==> config.mk <==
export PLATFORM = sky130hd
export DESIGN_NAME = spimsc_core
export DESIGN_NICKNAME = d
export VERILOG_FILES = /design/src/include/spimsc_pkg.sv /design/src/spimsc_core.sv
export SDC_FILE = /design/constraint.sdc
export NUM_CORES = 1
export LEC_CHECK = 0
export BUFFER_PORTS_ARGS = -buffer_cell sky130_fd_sc_hd__buf_2
export CAP_MARGIN = 30
export CORE_UTILIZATION = 50
export DETAILED_ROUTE_END_ITERATION = 8
export GPL_TIMING_DRIVEN = 0
export PLACE_DENSITY = 0.8
export REMOVE_ABC_BUFFERS = 1
export SLEW_MARGIN = 0
export SYNTH_ARGS = -nofsm -noshare
export SYNTH_HDL_FRONTEND = slang
export SYNTH_SLANG_ARGS = --single-unit
==> constraint.sdc <==
create_clock -name clk -period 6.9 [get_ports clk]
set_input_delay 1.38 -clock clk [delete_from_list [all_inputs] [get_ports clk]]
set_output_delay 1.38 -clock clk [all_outputs]
set_load 0.1 [all_outputs]
==> src/include/spimsc_pkg.sv <==
// Package for the byte-wide SPI master/slave core.
// Assumes one 25 MHz clock and a plain register port with 3-bit addresses.
package spimsc_pkg;
  localparam int unsigned CLK_HZ = 25000000;
  // Register offsets
  localparam logic [2:0] ADDR_CTRL1 = 3'h0;
  localparam logic [2:0] ADDR_CTRL2 = 3'h1;
  localparam logic [2:0] ADDR_BAUD = 3'h2;
  localparam logic [2:0] ADDR_STATUS = 3'h3;
  localparam logic [2:0] ADDR_DATA = 3'h5;
  // First control register fields
  localparam int CR1_IE = 7;
  localparam int CR1_EN = 6;
  localparam int CR1_TXIE = 5;
  localparam int CR1_MASTER_SELECT_BIT = 4;
  localparam int CR1_CLOCK_POLARITY_BIT = 3;
  localparam int CR1_CLOCK_PHASE_BIT = 2;
  localparam int CR1_SSOE = 1;
  localparam int CR1_LSBF = 0;
  // Second control register fields
  localparam int CR2_FDEN = 4;
  // Baud fields
  localparam int BAUD_PRE_LSB = 4;
  localparam int BAUD_SEL_LSB = 0;
  localparam logic [7:0] BAUD_MASK = 8'h77;
  localparam logic [7:0] CR2_MASK = 8'h10;
  // Status fields
  localparam int SR_DONE = 7;
  localparam int SR_TXE = 5;
  localparam int SR_FAULT = 4;
  // Reset values
  localparam logic [7:0] CTRL1_RST = 8'h04;
  localparam logic [7:0] CTRL2_RST = 8'h00;
  localparam logic [7:0] BAUD_RST = 8'h00;
  localparam logic [3:0] BITS_PER_BYTE = 4'h8;

  typedef enum logic [1:0] {
    SPIMSC_IDLE = 2'b00,
    SPIMSC_LEAD = 2'b01,
    SPIMSC_SHIFT = 2'b10
  } spimsc_state_type;

  typedef struct packed {
    logic [2:0] addr;
    logic [7:0] wdata;
    logic wr;
    logic rd;
  } spimsc_req_type;

  typedef struct packed {
    logic sck_o;
    logic sck_oe;
    logic mosi_o;
    logic mosi_oe;
    logic miso_o;
    logic miso_oe;
    logic ss_o;
    logic ss_oe;
  } spimsc_pin_out_type;
endpackage

==> src/spimsc_core.sv <==
// SPI master/slave core: registers, baud divider, shift engine, pins.
// Assumes the register port runs on clk; pin inputs are asynchronous.
`timescale 1ns/1ns
`default_nettype none

// Contract
// - Half period is (pre+1)*2^sel clocks.
// - Divisor spans 2 to 2048 per fields.
// - Status writes ignored, reads always allowed.
// - Received byte sets done flag bit 7.
// - Done clears by status read, data read.
// - Tx-empty flag bit 5 while buffer free.
// - Data write accepted only after armed read.
// - Low select as master sets fault bit 4.
// - Fault clears by status read, ctrl1 write.
// - Fault drops master, outputs off, aborts transfer.
// - Queued byte starts after previous completes.
// - Unread byte kept; later bytes discarded.
// - Double-buffered receive; one shared data address.
// - Enable dedicates select, clock, data pins.
// - Eight bit shifts exchange master, slave bytes.
// - Polarity inverts clock; phase picks sample edge.
// - Master-select bit picks master or slave.
// - Only master starts, on data write.
// - Byte loads shifter when empty, as master at once, as slave once selected.
// - Select leads first clock edge by a full serial period.
// - Baud change as master aborts to idle.
module spimsc_core
  import spimsc_pkg::*;
(
  // Clock and reset
  input wire logic clk,
  input wire logic rst,
  // Register port
  input wire spimsc_req_type req,
  output logic [7:0] rdata,
  // Serial pins
  input wire logic sck_i,
  input wire logic mosi_i,
  input wire logic miso_i,
  input wire logic ss_n_i,
  output spimsc_pin_out_type pins,
  // Interrupt request
  output logic irq
);
  logic [7:0] ctrl1_r, ctrl2_r, baud_r, rxbuf_r, txbuf_r, shift_r;
  logic done_r, txe_r, fault_r, done_arm_r, txe_arm_r, fault_arm_r;
  logic txfull_r, sck_r, sampled_r, ss_drv_r;
  logic [3:0] bitcnt_r;
  logic [4:0] edgecnt_r;
  logic [10:0] divcnt_r;
  spimsc_state_type state_r;
  logic [2:0] sck_s, mosi_s, miso_s, ss_s;

  // Half of the full divisor, since each half period is one edge
  function automatic logic [10:0] half_div(input logic [7:0] b);
    half_div = 11'((({8'h0, b[BAUD_PRE_LSB +: 3]} + 11'h1)) << b[BAUD_SEL_LSB +: 3]);
  endfunction

  // One shift step; shared by engine and receive capture
  function automatic logic [7:0] shift_in(input logic [7:0] s, input logic b, input logic l);
    shift_in = l ? {b, s[7:1]} : {s[6:0], b};
  endfunction

  wire wr_c1 = req.wr && req.addr == ADDR_CTRL1;
  wire wr_c2 = req.wr && req.addr == ADDR_CTRL2;
  wire wr_bd = req.wr && req.addr == ADDR_BAUD;
  wire rd_sr = req.rd && req.addr == ADDR_STATUS;
  wire rd_dr = req.rd && req.addr == ADDR_DATA;
  wire wr_dr = req.wr && req.addr == ADDR_DATA;
  wire enabled = ctrl1_r[CR1_EN];
  wire master = ctrl1_r[CR1_MASTER_SELECT_BIT];
  wire clock_polarity_bit = ctrl1_r[CR1_CLOCK_POLARITY_BIT];
  wire clock_phase_bit = ctrl1_r[CR1_CLOCK_PHASE_BIT];
  wire lsbf = ctrl1_r[CR1_LSBF];

  // Three-stage synchronisers; stage 2 and 3 are safe for logic and edges
  always_ff @(posedge clk or posedge rst) begin
    if (rst) begin
      sck_s <= 3'h0;
      mosi_s <= 3'h0;
      miso_s <= 3'h0;
      ss_s <= 3'h7;
    end else begin
      sck_s <= {sck_s[1:0], sck_i};
      mosi_s <= {mosi_s[1:0], mosi_i};
      miso_s <= {miso_s[1:0], miso_i};
      ss_s <= {ss_s[1:0], ss_n_i};
    end
  end
  wire ss_low = !ss_s[1];
  wire sck_edge = sck_s[2] != sck_s[1];
  wire fault_ev = enabled && master && ctrl2_r[CR2_FDEN] && !ctrl1_r[CR1_SSOE] && ss_low;
  wire baud_chg = wr_bd && ((req.wdata & BAUD_MASK) != baud_r) && master;
  wire c1_abort = wr_c1 && master && (req.wdata[3:0] != ctrl1_r[3:0]);
  wire m_abort = fault_ev || baud_chg || c1_abort || !enabled;
  wire s_abort = !master && ss_s[1];
  wire tx_accept = wr_dr && txe_arm_r;
  wire done_clr = rd_dr && done_arm_r;

  // Engine events
  logic tick, last_edge, is_sample, xfer_done;
  always_comb begin
    tick = (state_r != SPIMSC_IDLE) && master && divcnt_r == 11'h1;
    is_sample = (edgecnt_r[0] == clock_phase_bit);
    last_edge = edgecnt_r == 5'd15;
    xfer_done = 1'b0;
    if (master) begin
      xfer_done = state_r == SPIMSC_SHIFT && tick && last_edge;
    end else begin
      xfer_done = state_r == SPIMSC_SHIFT && sck_edge && last_edge && !ss_s[1];
    end
  end

  // Control registers
  always_ff @(posedge clk or posedge rst) begin
    if (rst) begin
      ctrl1_r <= CTRL1_RST;
      ctrl2_r <= CTRL2_RST;
      baud_r <= BAUD_RST;
    end else begin
      if (wr_c1) begin
        ctrl1_r <= req.wdata;
      end
      if (fault_ev) begin
        ctrl1_r[CR1_MASTER_SELECT_BIT] <= 1'b0;
      end
      if (wr_c2) begin
        ctrl2_r <= req.wdata & CR2_MASK;
      end
      if (wr_bd) begin
        baud_r <= req.wdata & BAUD_MASK;
      end
    end
  end

  // Status flags; hardware set wins over a software clear
  always_ff @(posedge clk or posedge rst) begin
    if (rst) begin
      done_r <= 1'b0;
      fault_r <= 1'b0;
      done_arm_r <= 1'b0;
      fault_arm_r <= 1'b0;
      txe_arm_r <= 1'b0;
    end else begin
      if (rd_sr) begin
        done_arm_r <= done_r;
        fault_arm_r <= fault_r;
        txe_arm_r <= txe_r;
      end
      if (done_clr) begin
        done_r <= 1'b0;
        done_arm_r <= 1'b0;
      end
      if (xfer_done) begin
        done_r <= 1'b1;
      end
      if (wr_c1 && fault_arm_r) begin
        fault_r <= 1'b0;
        fault_arm_r <= 1'b0;
      end
      if (fault_ev) begin
        fault_r <= 1'b1;
      end
      if (wr_dr) begin
        txe_arm_r <= 1'b0;
      end
    end
  end

  // Receive buffer holds first unread byte
  always_ff @(posedge clk or posedge rst) begin
    if (rst) begin
      rxbuf_r <= 8'h00;
    end else if (xfer_done && (!done_r || done_clr)) begin
      // With phase 0 the last shift lands on this same edge, so capture the shifted value
      rxbuf_r <= shift_in(shift_r, sampled_r, lsbf);
    end
  end

  // Transmit buffer and empty flag
  logic load_shift;
  always_comb begin
    load_shift = txfull_r && state_r == SPIMSC_IDLE && enabled && (master || !ss_s[1]);
  end
  always_ff @(posedge clk or posedge rst) begin
    if (rst) begin
      txbuf_r <= 8'h00;
      txfull_r <= 1'b0;
      txe_r <= 1'b1;
    end else begin
      if (load_shift) begin
        txfull_r <= 1'b0;
        txe_r <= 1'b1;
      end
      if (tx_accept) begin
        txbuf_r <= req.wdata;
        txfull_r <= 1'b1;
        txe_r <= 1'b0;
      end
    end
  end

  // Shift engine: master counts half periods, slave follows the clock pin
  always_ff @(posedge clk or posedge rst) begin
    if (rst) begin
      state_r <= SPIMSC_IDLE;
      shift_r <= 8'h00;
      edgecnt_r <= 5'h0;
      divcnt_r <= 11'h1;
      sck_r <= 1'b0;
      sampled_r <= 1'b0;
      ss_drv_r <= 1'b1;
    end else begin
      case (state_r)
        SPIMSC_IDLE: begin
          sck_r <= 1'b0;
          edgecnt_r <= 5'h0;
          ss_drv_r <= 1'b1;
          divcnt_r <= half_div(baud_r);
          if (load_shift) begin
            shift_r <= txbuf_r;
            ss_drv_r <= !master;
            state_r <= master ? SPIMSC_LEAD : SPIMSC_SHIFT;
          end
        end
        SPIMSC_LEAD: begin
          ss_drv_r <= 1'b0;
          if (divcnt_r == 11'h1) begin
            divcnt_r <= half_div(baud_r);
            state_r <= SPIMSC_SHIFT;
          end else begin
            divcnt_r <= divcnt_r - 11'h1;
          end
        end
        SPIMSC_SHIFT: begin
          if (master) begin
            divcnt_r <= tick ? half_div(baud_r) : divcnt_r - 11'h1;
          end
          if ((master && tick) || (!master && sck_edge)) begin
            sck_r <= !sck_r;
            edgecnt_r <= edgecnt_r + 5'h1;
            if (is_sample) begin
              sampled_r <= master ? miso_s[2] : mosi_s[2];
            end else begin
              shift_r <= shift_in(shift_r, sampled_r, lsbf);
            end
            if (last_edge) begin
              state_r <= SPIMSC_IDLE;
            end
          end
          if (clock_phase_bit && edgecnt_r == 5'h0 && is_sample) begin
            sampled_r <= sampled_r;
          end
        end
        default: state_r <= SPIMSC_IDLE;
      endcase
      if ((master && m_abort) || (!master && s_abort && state_r != SPIMSC_IDLE)) begin
        state_r <= SPIMSC_IDLE;
        sck_r <= 1'b0;
        ss_drv_r <= 1'b1;
      end
    end
  end

  // Outgoing bit depends on order; the last shift completes byte on edge 16
  logic out_bit;
  always_comb begin
    out_bit = lsbf ? shift_r[0] : shift_r[7];
  end

  // Pin drivers
  always_ff @(posedge clk or posedge rst) begin
    if (rst) begin
      pins <= '0;
      pins.ss_o <= 1'b1;
    end else begin
      pins.sck_o <= sck_r ^ clock_polarity_bit;
      pins.sck_oe <= enabled && master && !fault_ev;
      pins.mosi_o <= out_bit;
      pins.mosi_oe <= enabled && master && !fault_ev;
      pins.miso_o <= out_bit;
      pins.miso_oe <= enabled && !master && ss_low && !fault_r;
      pins.ss_o <= ss_drv_r;
      pins.ss_oe <= enabled && master && ctrl1_r[CR1_SSOE] && ctrl2_r[CR2_FDEN];
    end
  end

  // Read data, one cycle after the strobe
  always_ff @(posedge clk or posedge rst) begin
    if (rst) begin
      rdata <= 8'h00;
    end else if (req.rd) begin
      case (req.addr)
        ADDR_CTRL1: rdata <= ctrl1_r;
        ADDR_CTRL2: rdata <= ctrl2_r;
        ADDR_BAUD: rdata <= baud_r;
        ADDR_STATUS: rdata <= {done_r, 1'b0, txe_r, fault_r, 4'h0};
        ADDR_DATA: rdata <= rxbuf_r;
        default: rdata <= 8'h00;
      endcase
    end else begin
      rdata <= 8'h00;
    end
  end

  always_ff @(posedge clk or posedge rst) begin
    if (rst) begin
      irq <= 1'b0;
    end else begin
      irq <= (ctrl1_r[CR1_IE] && (done_r || fault_r)) || (ctrl1_r[CR1_TXIE] && txe_r);
    end
  end

  AST_STATUS_RO: assert property (@(posedge clk) disable iff (rst)
    (req.wr && req.addr == ADDR_STATUS) |=> $stable(ctrl1_r) || $past(fault_ev))
    else $error("status write changed control");
  AST_DONE_SET: assert property (@(posedge clk) disable iff (rst)
    xfer_done |=> done_r) else $error("done flag not set");
  AST_DONE_CLR: assert property (@(posedge clk) disable iff (rst)
    ($fell(done_r)) |-> $past(rd_dr && done_arm_r)) else $error("done cleared wrongly");
  AST_TX_REFUSE: assert property (@(posedge clk) disable iff (rst)
    (wr_dr && !txe_arm_r && !load_shift) |=> $stable(txbuf_r)) else $error("write not ignored");
  AST_FAULT: assert property (@(posedge clk) disable iff (rst)
    fault_ev |=> fault_r && !ctrl1_r[CR1_MASTER_SELECT_BIT]) else $error("fault not taken");
  AST_FAULT_IDLE: assert property (@(posedge clk) disable iff (rst)
    fault_ev |=> state_r == SPIMSC_IDLE ##1 !pins.sck_oe) else $error("fault no abort");
  AST_KEEP_RX: assert property (@(posedge clk) disable iff (rst)
    (done_r && !(rd_dr && done_arm_r)) |=> $stable(rxbuf_r)) else $error("unread byte lost");
  AST_BAUD_ABORT: assert property (@(posedge clk) disable iff (rst)
    baud_chg |=> state_r == SPIMSC_IDLE) else $error("baud change no abort");
  AST_LEAD: assert property (@(posedge clk) disable iff (rst)
    (state_r == SPIMSC_IDLE && load_shift && master && !m_abort) |=>
    state_r == SPIMSC_LEAD) else $error("no half period lead");
endmodule

`default_nettype wire

==> impl_metrics.py, run 1 <==
metrics = {
    "run_status": {
        "status": "finished, final reports clean",
    },
    "global_route": {
        "grt_pass1_wl_mm": 17.2,
        "antenna_found_initial": 0,
        "grt_pass1_vias": 3495,
        "grt_max_degree": 69,
        "overflow": 0,
        "track_usage_pct": 22.2,
    },
    "place": {
        "portBuffers": 35,
        "hpwl_mm": 7.37,
        "placed_cells": 602,
        "place.gp.congestion": 0.900,
    },
    "floorplan": {
        "rows": 35,
        "die_width_um": 99.7,
        "initial_core_util_pct": 51.6,
        "io_pins": 36,
        "die_area_mm2": 0.00994,
        "core_area_mm2": 0.00924,
        "die_y_um": 99.7,
    },
    "synth": {
        "postSynth.asyncResetShare_pct": 100,
        "yosys_warnings": 0,
        "yosys_most_used_dff": "dfrtp_1",
        "synth_cell_types": 59,
        "synth_edf_count": 0,
        "syn-cell-area_mm2": 0.00477,
        "synth_cells": 459,
        "synth_seq_area_share_pct": 49.0,
        "synth_area_per_cell_um2": 10.4,
        "synth_seq_cells": 93,
    },
    "timing": {
        "fin_crit_sh_pct": 40.9,
        "max_slew.worst_pin.slew_ps": 980,
        "relSlewSlack_pct": 34.7,
        "holdWs_ps": 358,
        "fin_setup_tns_ps": 0,
        "max_freq_ghz": 0.355,
        "maxSlewViolCount": 0,
        "finalClockSkew_ps": 15.2,
        "rsz0062_at_grt": "false",
        "hold_viol_final": 0,
        "finalSetupViolations": 0,
        "layout_min_cycle_time_ps": 2820,
    },
    "power_and_ir_drop": {
        "leakage_nw": 2.41,
        "swShare_pct": 42.9,
        "vdd_drop_max_v": 0.000198,
        "p_int_mw": 1.11,
        "p_clk_share_pct": 18.5,
        "pwr-share-seq_pct": 41.9,
        "combPwrFrac_pct": 39.6,
        "switchingPower_mw": 0.832,
        "power.density_mw_per_mm2": 369,
    },
    "worst_hold_path": {
        "hold_class": "flop to flop",
    },
    "final_layout": {
        "synthToLayoutAreaGrowth_pct": 10.1,
        "fillers": 778,
        "insertedDiodeCount": 0,
        "fin_cells": 619,
        "layout_commonest_cell": "dfrtp_1",
        "final_cell_mix": "dfrtp_1, nand2_1, buf_2",
        "finalNetCount": 514,
        "drive_above_1_share_pct": 22.0,
        "final_core_util_pct": 56.9,
    },
    "critical_path": {
        "critPathRequiredTime_ps": 7160,
        "path_max_fanout": 8,
        "r2r_slack_ps": 4080,
        "end_kind": "flop",
        "arrival_ps": 3080,
        "crit_path_start_kind": "flop",
        "critPathKind": "flop to flop",
    },
    "detailed_routing": {
        "dr.pass1.iters": 5,
        "wl_per_cell_um": 16.5,
        "ant_nets": 0,
        "routed_wl_mm": 10.2,
        "vias_per_cell": 5.86,
        "drt_iter0_markers": 243,
        "detailroute.via_count": 3628,
        "drc_errors": 0,
    },
    "clocking": {
        "htree_levels": 3,
        "clk_path_buf_depth": 2,
        "post_cts_buffers": 0,
        "ctsHoldBuffers": 0,
        "cts_sinks": 93,
        "numCtsBuffers": 9,
        "post_cts_resized": 0,
        "cts.clk_slew.worst_paths_ps": 110,
        "clk_latency_ps": 370,
        "clock-root-buffer": "clkbuf_8",
        "cts_tree": "done",
    },
    "flow_run": {
        "maxCapViolCount": 0,
    },
}
[layer usage]
metal	vias to the layer above	GRT usage, %	part of all wire, %
li1	1717	-	-
met1	1799	30.8	46
met2	100	36.1	48
met3	12	3.58	4.3
met4	0	6.56	1.3
met5	-	0	0
[stage by stage]
stage | worst slack, ps | area, um2 | power (mW)
2_1_floorplan | 3110 | 4660 | 1.39
3_3_place_gp | 2130 | 5000 | 1.54
3_5_place_dp | 3710 | 5050 | 1.58
4_1_cts | 3750 | 5250 | 1.94
5_1_grt | 3930 | 5250 | 2.06
6_report | 4080 | 5250 | 1.94
[cell families (layout without fill, tap and decap cells)]
kind of cell / Yosys count / count (layout) / share of synthesized area, %
AO/OA/AOI/OAI: 102 / 102 / 14.3
AND/OR/NAND/NOR: 149 / 149 / 16.0
adder cells (fa/ha/maj): 10 / 10 / 2.62
XOR/XNOR: 14 / 14 / 2.57
buffers and inverters: 42 / 73 / 3.65
flip-flops: 93 / 93 / 49.0
multiplexers: 49 / 49 / 11.9
[state kept, by name, indices dropped and copies added (netlist names), 2 cells and up]
name / flops
state_r: 2
ss_s: 2
pins: 6
edgecnt_r: 5
divcnt_r: 11
miso_s: 3
rdata: 8
sck_s: 3
shift_r: 8
ctrl1_r: 8
mosi_s: 3
txbuf_r: 8
rxbuf_r: 8
baud_r: 6
[cells in the mapped netlist, drive strengths merged (9+ instances only)]
cell type	count	share of area (%)
a21oi	19	2.0
a22oi	10	1.6
clkbuf	18	1.4
dfrtp	86	45
ha	10	2.6
inv	17	1.3
mux2	36	9.1
mux2i	13	2.7
nand2	48	3.8
nand3	19	2.0
nor2	25	2.0
nor2b	12	1.6
o211ai	10	1.6
o21ai	26	2.7
or3	9	1.2
xor2	10	1.8
[layout make-up]
cell class              instances  area, um2  area share, %
clock inverters                 7       68.8           1.31
clock buffers                   9        124           2.36
well taps                     129        161           3.07
flip-flops and latches         93       2340           44.5
repair buffers                 40        230           4.38
inverters                      17       66.3           1.26
multi-input cells             324       2270           43.2
[critical path, stage by stage, from the launching register on]
cell and delay (ps):
dfstp_2 590, ha_1 220, or4bb_1 540, nor4_4 380
o211ai_1 150, a21bo_1 450, mux2_4 370
[path summary, 6_finish.rpt]
path,cells after the start,endpoint,start
min in group asynchronous,2,state_r[1]$_DFFE_PP0P_,rst
worst min-delay path,0,mosi_s[1]$_DFF_PP0_,mosi_s[0]$_DFF_PP0_
worst max register to register,6,shift_r[5]$_DFFE_PP0P_,divcnt_r[0]$_DFFE_PP1P_
worst max-delay path,6,shift_r[5]$_DFFE_PP0P_,divcnt_r[0]$_DFFE_PP1P_
worst min register to register,0,mosi_s[1]$_DFF_PP0_,mosi_s[0]$_DFF_PP0_
max in group asynchronous,3,txe_r$_DFFE_PP1P_,rst
[power by group through the flow]
stage	combinational [mW]	clock, mW	sequential [mW]
after detailed placement	0.759	0	0.820
after floorplan	0.480	0	0.911
final	0.769	0.358	0.814
after global placement	0.734	0	0.810
after CTS	0.764	0.362	0.810
after global routing	0.840	0.388	0.829
No activity file was read; power rests on OpenSTA's default activity.
==> run 2, diff against run 1 <==
- clock period: 6.9 -> 3 ns (I/O delays scaled with it)
==> run 2 against run 1 <==
  * Via count is 0.25% higher
  * Final cell count is 0.16% lower
  * First-iteration DRC count grew 9.9%
  * Global-route usage increased by 0.076 points
  * Worst hold slack got worse by 170 ps
  * Clock-buffer cell count unchanged
  * Maximum frequency about the same
==> impl_metrics.py, run 2 (synthesis results as in run 1) <==
metrics = {
    "run_status": {
        "status": "finished, final reports clean",
    },
    "detailed_routing": {
        "drt_iter0_markers": 267,
        "vias_per_cell": 5.89,
        "drc_errors": 0,
        "wl_per_cell_um": 16.5,
        "routed_wl_mm": 10.2,
        "dr.pass1.iters": 5,
        "detailroute.via_count": 3637,
        "ant_nets": 0,
    },
    "floorplan": {
        "initial_core_util_pct": 51.6,
        "die_area_mm2": 0.00994,
        "io_pins": 36,
        "die_width_um": 99.7,
        "core_area_mm2": 0.00924,
        "rows": 35,
        "die_y_um": 99.7,
    },
    "timing": {
        "layout_min_cycle_time_ps": 2820,
        "max_freq_ghz": 0.355,
        "fin_crit_sh_pct": 93.9,
        "hold_viol_final": 0,
        "max_slew.worst_pin.slew_ps": 657,
        "maxSlewViolCount": 0,
        "finalClockSkew_ps": 14.8,
        "finalSetupViolations": 0,
        "relSlewSlack_pct": 55.6,
        "rsz0062_at_grt": "false",
    },
    "place": {
        "portBuffers": 35,
        "place_area_mm2": 0.00505,
        "hpwl_mm": 7.37,
        "place.gp.congestion": 0.900,
    },
    "critical_path": {
        "critPathRequiredTime_ps": 3260,
        "critPathTopFamily": "simple AND/OR/NAND/NOR gates",
        "crit_buf_inv": 0,
        "critical-path-max-stage-delay_ps": 590,
        "slowest_stage": "dfstp_2",
        "path_max_fanout": 8,
        "critPathKind": "flop to flop",
        "end_kind": "flop",
        "crit_path_start_kind": "flop",
        "cp_cell_sequence": "ha_1, or4bb_1, nor4_4, o211ai_1, a21bo_1, mux2_4",
        "arrival_ps": 3080,
    },
    "power_and_ir_drop": {
        "swShare_pct": 42.9,
        "combPwrFrac_pct": 39.6,
        "p_int_mw": 2.55,
        "vdd_drop_max_v": 0.000458,
        "switchingPower_mw": 1.92,
        "leakage_nw": 2.40,
        "pwr-share-seq_pct": 41.8,
        "p_clk_share_pct": 18.6,
        "power.density_mw_per_mm2": 849,
    },
    "clocking": {
        "cts_tree": "done",
        "clock-root-buffer": "clkbuf_8",
        "cts_sinks": 93,
        "ctsHoldBuffers": 0,
        "cts.clk_slew.worst_paths_ps": 110,
        "post_cts_buffers": 0,
        "numCtsBuffers": 9,
        "htree_levels": 3,
        "clk_latency_ps": 380,
        "clk_path_buf_depth": 2,
    },
    "final_layout": {
        "final_cell_mix": "dfrtp_1, nand2_1, buf_2",
        "insertedDiodeCount": 0,
        "layout_commonest_cell": "dfrtp_1",
        "largest_register": "divcnt_r",
        "drive_above_1_share_pct": 22.3,
        "finalNetCount": 513,
        "synthToLayoutAreaGrowth_pct": 10.1,
        "finish.instance_area_mm2": 0.00526,
        "largest_register_ffs": 11,
        "fillers": 780,
        "final_core_util_pct": 56.9,
    },
    "global_route": {
        "grt_max_degree": 69,
        "track_usage_pct": 22.3,
        "grt_pass1_wl_mm": 17.2,
        "grt_pass1_vias": 3509,
        "antenna_found_initial": 0,
        "overflow": 0,
    },
    "worst_hold_path": {
        "hold_class": "input pin to asynchronous set/reset pin",
    },
    "flow_run": {
        "maxCapViolCount": 0,
    },
}
## run 2: cell count changes in the layout (fill, tap and decap cells not counted), sizes merged
cell,previous run,this run
buf,40,39
## run 2: power by group through the flow
stage	combinational, mW	clock, mW	sequential [mW]
floorplan	1.10	0	2.10
global placement	1.69	0	1.86
detailed placement	1.75	0	1.89
CTS	1.76	0.834	1.86
global route	1.93	0.892	1.91
finish	1.77	0.829	1.87
## run 2: what timing repair did
| item | 4_1_cts | 5_1_grt |
|---|---|---|
| setup endpoints to repair | 6 | 3 |
| pin swaps | 0 | 0 |
| gates resized for setup | 1 | 1 |
## run 2: worst paths after layout
check	cells after the start	end	slack, ps	start
min reg2reg	0	miso_s[1]$_DFF_PP0_	360	miso_s[0]$_DFF_PP0_
max in group asynchronous	3	txe_r$_DFFE_PP1P_	2150	rst
max reg2reg	6	shift_r[5]$_DFFE_PP0P_	180	divcnt_r[0]$_DFFE_PP1P_
max	6	shift_r[5]$_DFFE_PP0P_	180	divcnt_r[0]$_DFFE_PP1P_
min	2	state_r[1]$_DFFE_PP0P_	190	rst
min in group clk	1	ss_s[0]$_DFF_PP1_	320	ss_n_i
## run 2: per-stage QoR
step                hold slack, ps  TNS, ps  setup slack, ps  instances  power, mW
floorplan                      331     -751            -8.73        434       3.20
finish                         188        0              183        618       4.46
CTS                            201        0              190        618       4.46
detailed placement             336     -115             -115        602       3.63
global route                   223        0             55.9        618       4.73
global placement               339   -88270             -993        598       3.55
## run 2: layer usage
layer,track usage [%],share of wire (%),vias to the layer above
met5,0,0,-
met4,6.79,1.6,0
met3,3.58,5.0,13
met2,36.2,49,95
met1,30.8,45,1821
li1,-,-,1708
## run 2: layout make-up
type	count	area [um2]	share of cell area, %
tap	129	161	3.07
multi-input combinational	324	2280	43.3
clock inverter	7	68.8	1.31
clock buffer	9	124	2.36
sequential	93	2340	44.5
inverter	17	66.3	1.26
timing repair buffer	39	223	4.24
